--- config.mk ---
export PLATFORM = sky130hd
export DESIGN_NAME = tlip_top
export DESIGN_NICKNAME = d
export VERILOG_FILES = /design/src/tlip_prio_reg.v /design/src/tlip_pick.v /design/src/tlip_top.v
export VERILOG_INCLUDE_DIRS = /design/src
export SDC_FILE = /design/constraint.sdc
export NUM_CORES = 1
export LEC_CHECK = 0
export BUFFER_PORTS_ARGS = -buffer_cell sky130_fd_sc_hd__buf_2
export CAP_MARGIN = 10
export CORE_MARGIN = 1.5
export CORE_UTILIZATION = 45
export DETAILED_ROUTE_END_ITERATION = 10
export PLACE_DENSITY = 0.67
export SYNTH_ARGS = -nofsm -noshare
export SYNTH_HDL_FRONTEND = slang
export SYNTH_SLANG_ARGS = --single-unit
--- constraint.sdc ---
create_clock -name REF_CLK -period 2.09 [get_ports REF_CLK]
set_input_delay 0.418 -clock REF_CLK [delete_from_list [all_inputs] [get_ports REF_CLK]]
set_output_delay 0.418 -clock REF_CLK [all_outputs]
set_load 0.05 [all_outputs]
--- src/tlip_defines.vh ---
// constants for the two-level interrupt priority block
`ifndef TLIP_DEFINES_VH
`define TLIP_DEFINES_VH
// ----------------------------------------
// widths and timing
// ----------------------------------------
`define TLIP_NSRC        16
`define TLIP_IDXW        4
`define TLIP_STD_W       8
`define TLIP_CALL_CYC    3'h5
`define TLIP_DETECT_CYC  1
// ----------------------------------------
// sequencer states
// ----------------------------------------
`define TLIP_ST_IDLE     2'h0
`define TLIP_ST_WAIT     2'h1
`define TLIP_ST_CALL     2'h2
`define TLIP_ST_POST     2'h3
`endif

--- src/tlip_prio_reg.v ---
// priority configuration bits, one per source
module tlip_prio_reg #(
  parameter N = 8
) (
  input  wire         clk,
  input  wire         rst_n,
  input  wire         wr_en,
  input  wire [N-1:0] wr_data,
  output reg  [N-1:0] prio_q
);
  // ----------------------------------------
  // storage
  // ----------------------------------------
  // reset to low
  always @(posedge clk or negedge rst_n) begin
    if (!rst_n) begin
      prio_q <= {N{1'b0}};
    end else if (wr_en) begin
      prio_q <= wr_data;
    end
  end
endmodule

--- src/tlip_pick.v ---
// fixed-order pick of the lowest set bit
module tlip_pick #(
  parameter N = 16,
  parameter W = 4
) (
  input  wire [N-1:0] req,
  output reg          any,
  output reg  [W-1:0] idx
);
  integer i;
  // ----------------------------------------
  // lowest index wins
  // ----------------------------------------
  // lower index wins
  always @* begin
    any = 1'b0;
    idx = {W{1'b0}};
    for (i = N - 1; i >= 0; i = i - 1) begin
      if (req[i]) begin
        any = 1'b1;
        idx = i[W-1:0];
      end
    end
  end
endmodule

--- src/tlip_top.v ---
// two-level interrupt priority and dispatch for the core sequencer
`include "tlip_defines.vh"
module tlip_top #(
  parameter NSRC = `TLIP_NSRC,
  parameter IDXW = `TLIP_IDXW,
  parameter STDW = `TLIP_STD_W
) (
  input  wire            REF_CLK,
  input  wire            RESETN,
  input  wire [NSRC-1:0] IRQ_PEND,
  input  wire [NSRC-1:0] IRQ_EN,
  input  wire            GLOBAL_EN,
  input  wire            PRIO_STD_WR,
  input  wire [STDW-1:0] PRIO_STD_DATA,
  input  wire            PRIO_EXT_WR,
  input  wire [NSRC-STDW-1:0] PRIO_EXT_DATA,
  input  wire            INSN_DONE,
  input  wire            INSN_IS_RETURN,
  output reg             VEC_CALL,
  output reg  [IDXW-1:0] VEC_IDX,
  output reg             VEC_HIGH,
  output reg             CALL_BUSY,
  output reg             ACT_LOW,
  output reg             ACT_HIGH,
  output reg  [NSRC-1:0] PRIO_LEVEL
);
  // ----------------------------------------
  // priority registers
  // ----------------------------------------
  wire [STDW-1:0]      prio_std;
  wire [NSRC-STDW-1:0] prio_ext;
  wire [NSRC-1:0]      prio = {prio_ext, prio_std};

  tlip_prio_reg #(.N(STDW)) u_std (
    .clk     (REF_CLK),
    .rst_n   (RESETN),
    .wr_en   (PRIO_STD_WR),
    .wr_data (PRIO_STD_DATA),
    .prio_q  (prio_std)
  );
  tlip_prio_reg #(.N(NSRC-STDW)) u_ext (
    .clk     (REF_CLK),
    .rst_n   (RESETN),
    .wr_en   (PRIO_EXT_WR),
    .wr_data (PRIO_EXT_DATA),
    .prio_q  (prio_ext)
  );

  // ----------------------------------------
  // sampling and decode
  // ----------------------------------------
  reg  [NSRC-1:0] samp_q;
  always @(posedge REF_CLK or negedge RESETN) begin
    if (!RESETN) begin
      samp_q <= {NSRC{1'b0}};
    end else begin
      samp_q <= IRQ_PEND & IRQ_EN & {NSRC{GLOBAL_EN}};
    end
  end

  wire            hi_any;
  wire            lo_any;
  wire [IDXW-1:0] hi_idx;
  wire [IDXW-1:0] lo_idx;
  tlip_pick #(.N(NSRC), .W(IDXW)) u_hi (
    .req (samp_q & prio),
    .any (hi_any),
    .idx (hi_idx)
  );
  tlip_pick #(.N(NSRC), .W(IDXW)) u_lo (
    .req (samp_q & ~prio),
    .any (lo_any),
    .idx (lo_idx)
  );

  // ----------------------------------------
  // eligibility against the active routines
  // ----------------------------------------
  reg  [1:0]      st_q;
  reg  [1:0]      st_d;
  reg  [2:0]      cnt_q;
  reg             act_lo_q;
  reg             act_hi_q;
  reg             elig;
  reg             elig_hi;
  reg  [IDXW-1:0] elig_idx;

  always @* begin
    elig     = 1'b0;
    elig_hi  = 1'b0;
    elig_idx = {IDXW{1'b0}};
    if (!act_hi_q) begin
      if (hi_any) begin
        elig     = 1'b1;
        elig_hi  = 1'b1;
        elig_idx = hi_idx;
      end else if (lo_any && !act_lo_q) begin
        elig     = 1'b1;
        elig_idx = lo_idx;
      end
    end
  end

  // ----------------------------------------
  // dispatch sequencer
  // ----------------------------------------
  // the decision is only made at an instruction boundary, so a request
  // waits for the current instruction; that is where the bench latencies 3 and 9 come from
  always @* begin
    st_d = st_q;
    case (st_q)
      `TLIP_ST_IDLE: begin
        if (elig) begin
          st_d = `TLIP_ST_WAIT;
        end
      end
      `TLIP_ST_WAIT: begin
        if (!elig) begin
          st_d = `TLIP_ST_IDLE;
        // one insn after return
        // a retiring return never fires the call, so the next one does
        end else if (INSN_DONE && !INSN_IS_RETURN) begin
          st_d = `TLIP_ST_CALL;
        end
      end
      `TLIP_ST_CALL: begin
        if (cnt_q == `TLIP_CALL_CYC - 3'h1) begin
          st_d = `TLIP_ST_IDLE;
        end
      end
      default: begin
        st_d = `TLIP_ST_IDLE;
      end
    endcase
  end

  always @(posedge REF_CLK or negedge RESETN) begin
    if (!RESETN) begin
      st_q      <= `TLIP_ST_IDLE;
      cnt_q     <= 3'h0;
      act_lo_q  <= 1'b0;
      act_hi_q  <= 1'b0;
      VEC_CALL  <= 1'b0;
      VEC_IDX   <= {IDXW{1'b0}};
      VEC_HIGH  <= 1'b0;
      CALL_BUSY <= 1'b0;
    end else begin
      st_q     <= st_d;
      VEC_CALL <= 1'b0;
      if (INSN_DONE && INSN_IS_RETURN) begin
        if (act_hi_q) begin
          act_hi_q <= 1'b0;
        end else begin
          act_lo_q <= 1'b0;
        end
      end
      if (st_q == `TLIP_ST_WAIT && st_d == `TLIP_ST_CALL) begin
        VEC_CALL  <= 1'b1;
        VEC_IDX   <= elig_idx;
        VEC_HIGH  <= elig_hi;
        CALL_BUSY <= 1'b1;
        cnt_q     <= 3'h0;
        if (elig_hi) begin
          act_hi_q <= 1'b1;
        end else begin
          act_lo_q <= 1'b1;
        end
      end else if (st_q == `TLIP_ST_CALL) begin
        cnt_q <= cnt_q + 3'h1;
        if (st_d == `TLIP_ST_IDLE) begin
          CALL_BUSY <= 1'b0;
        end
      end
    end
  end

  // ----------------------------------------
  // status outputs
  // ----------------------------------------
  always @(posedge REF_CLK or negedge RESETN) begin
    if (!RESETN) begin
      ACT_LOW    <= 1'b0;
      ACT_HIGH   <= 1'b0;
      PRIO_LEVEL <= {NSRC{1'b0}};
    end else begin
      ACT_LOW    <= act_lo_q;
      ACT_HIGH   <= act_hi_q;
      PRIO_LEVEL <= prio;
    end
  end
endmodule

==> metrics.txt <==
status finished clean; peak supply drop 0.712 mV; P_leak about 1.7 nW; part of the cycle the worst path needs 0.923; Final Hold Vio Count 0; DRC 0; vias in the first global route about 2.0k; max frequency 518 MHz; I/O pin cnt 80; Post-synth ARST share 1.00; first-pass GRT wire length around 8900 um; drt pass-1 iters 4; Resized cells post-CTS 0; std cell rows 28; worst-path fanout max 7; TritonCTS clock tree done; R2R setup slack about 0.16 ns; Post-CTS Repair Setup Buffers 0; top-area cell type share of the netlist area 0.569; clk_lat worst skew 0.33 ns; # fillers 519; Req. time, crit path roughly 2.3 ns; RSZ-0062 raised after global routing false; Worst setup EP type register; IO buf count a little under 80; Die W slightly above 80 um; total grt overflow 0; syn_area_per_cell roughly 12 um2; nets@finish 376; CTS H-tree lvls 3; starting density of the core 0.470; Syn Inst Count between 200 and 250; Worst-path clk slew about 0.07 ns; CTS buffer count 9; area leader, netlist dfrtp_1; CTS max path bufs 2; initial antenna violation count 0; Worst Setup Path Type register to register; sequential share of the synthesized area 0.569; die height roughly 80 um; Main synth FF type dfrtp_1; overall power 0.00367 W; worst rel slew slack 0.738; Startpoint Class register; # hold bufs at CTS 0; drt total wl 5360 um; Area Growth Syn to Fin 25.2%; clock sink total 64; Area contributors post-synth dfrtp_1, mux2_2, and3_1; warnings from Yosys 0; Yosys cell types between 40 and 50; most frequent cell after synthesis dfrtp_1; worst slew pin tran 0.384 ns; Slew Viols, Final 0; Routed WL per cell ~13 um; syn_nets about 290; vias 2047; FF+latch count, synth 64; Placer Congestion about 0.9; layout cell share with drive strength beyond 1 0.404; cell area after synthesis roughly 0.0028 mm2; synth cell count leaders dfrtp_1, nand2_1, and3_1, mux2_2, o21ai_0; final instance area approximately 0.0035 mm2; Setup violations, final 0; drt first-iter violations 87; average vias per placed instance approximately 5.1; fin util 0.588; setup_tns 0 ns; worst path arrival time around 2.2 ns; DIE AREA 0.00673 mm2; Post-synth EDFFs 0; Max-Cap Viols 0; core area between 0.005 and 0.006 mm2; dpl hpwl 4140 um; area post-placement 0.00332 mm2; power per cell area around 1000 mW/mm2; Setup Skew slightly below 0.008 ns; worst hold path class input port to async pin; Final Critical Period slightly below 2 ns; Antenna Cells 0; post-route ant nets 0; pin count of the biggest net entering global routing 65; Root Buffer clkbuf_8; GRT Util Overall 0.180
==> routing by layer <==
| metal | wire length [um] | up-vias | part of all wire | GRT usage |
|---|---|---|---|---|
| met3 | 313 | 11 | 0.058 | 0.0600 |
| met1 | 2450 | 959 | 0.46 | 0.230 |
| met4 | 100 | 0 | 0.019 | 0.0898 |
| met2 | 2490 | 58 | 0.46 | 0.272 |
| met5 | 0 | - | 0 | 0 |
| li1 | - | 1019 | - | - |
==> cell families after synthesis <==
family / after synthesis / synth area share
XOR/XNOR: 1 / 0.00311
multiplexers: 16 / 0.0641
AND/OR/NAND/NOR: 86 / 0.203
AO/OA/AOI/OAI: 51 / 0.137
adder cells (fa/ha/maj): 2 / 0.00890
flip-flops: 64 / 0.569
buffers and inverters: 9 / 0.0147
==> critical path: stages (launching register included) <==
cell	delay, ns
dfrtp_1	0.41
a22oi_1	0.28
and4_4	0.30
nand3_1	0.19
o21ai_4	0.29
a31oi_1	0.07
a32o_2	0.27
==> path summary, 6_finish.rpt <==
kind | startpoint | end | cells past startpoint
setup / recovery | u_ext.prio_q[3] | VEC_IDX[2] | 6
hold / removal | RESETN | PRIO_LEVEL[12] | 2
setup reg to reg | u_ext.prio_q[3] | VEC_IDX[2] | 6
hold reg to reg | u_std.prio_q[3] | PRIO_LEVEL[3] | 0
max in group asynchronous | RESETN | cnt_q[1] | 2
min in group REF_CLK | PRIO_STD_DATA[3] | u_std.prio_q[3] | 2
==> layout by cell type (no fill, tap or decap), types with 3 or more instances in the layout <==
master,n
a21oi_1,7
a22o_1,3
a22oi_1,4
and2_1,3
and3_1,16
buf_2,79
buf_4,3
clkbuf_8,11
dfrtp_1,64
inv_1,5
mux2_2,16
nand2_1,18
nand2b_1,9
nand3_1,6
nor2_1,7
nor2b_1,8
nor2b_2,4
o21ai_0,12
==> state kept, by name, indices dropped and copies added (netlist names), 2 cells and up <==
name,count
PRIO_LEVEL,16
VEC_IDX,4
cnt_q,3
samp_q,16
st_q,2
u_ext.prio_q,8
u_std.prio_q,8
==> power breakdown <==
group | switching (W) | internal [W]
logic | 0.000690 | 0.000348
registers | 0.000156 | 0.00145
clock network | 0.000415 | 0.000612
total | 0.00126 | 0.00241
==> cell type report <==
class                      count  area (um2)  area share
sequential                    64        1600       0.455
clock buffer                  13         159      0.0451
tap                           75        93.8      0.0267
multi-input combinational    156        1170       0.332
timing repair buffer          83         438       0.124
clock inverter                 3        40.0      0.0114
inverter                       5        18.8     0.00533
==> metrics by stage <==
stage	instances	setup WS, ns	hold WS, ns
after global placement	383	0.278	0.417
after CTS	399	0.172	0.0890
after global routing	399	0.0342	0.106
after detailed placement	383	0.190	0.431
after floorplan	229	0.378	0.122
final	399	0.161	0.0787
Note: power is estimated with default switching activity, not from simulation.
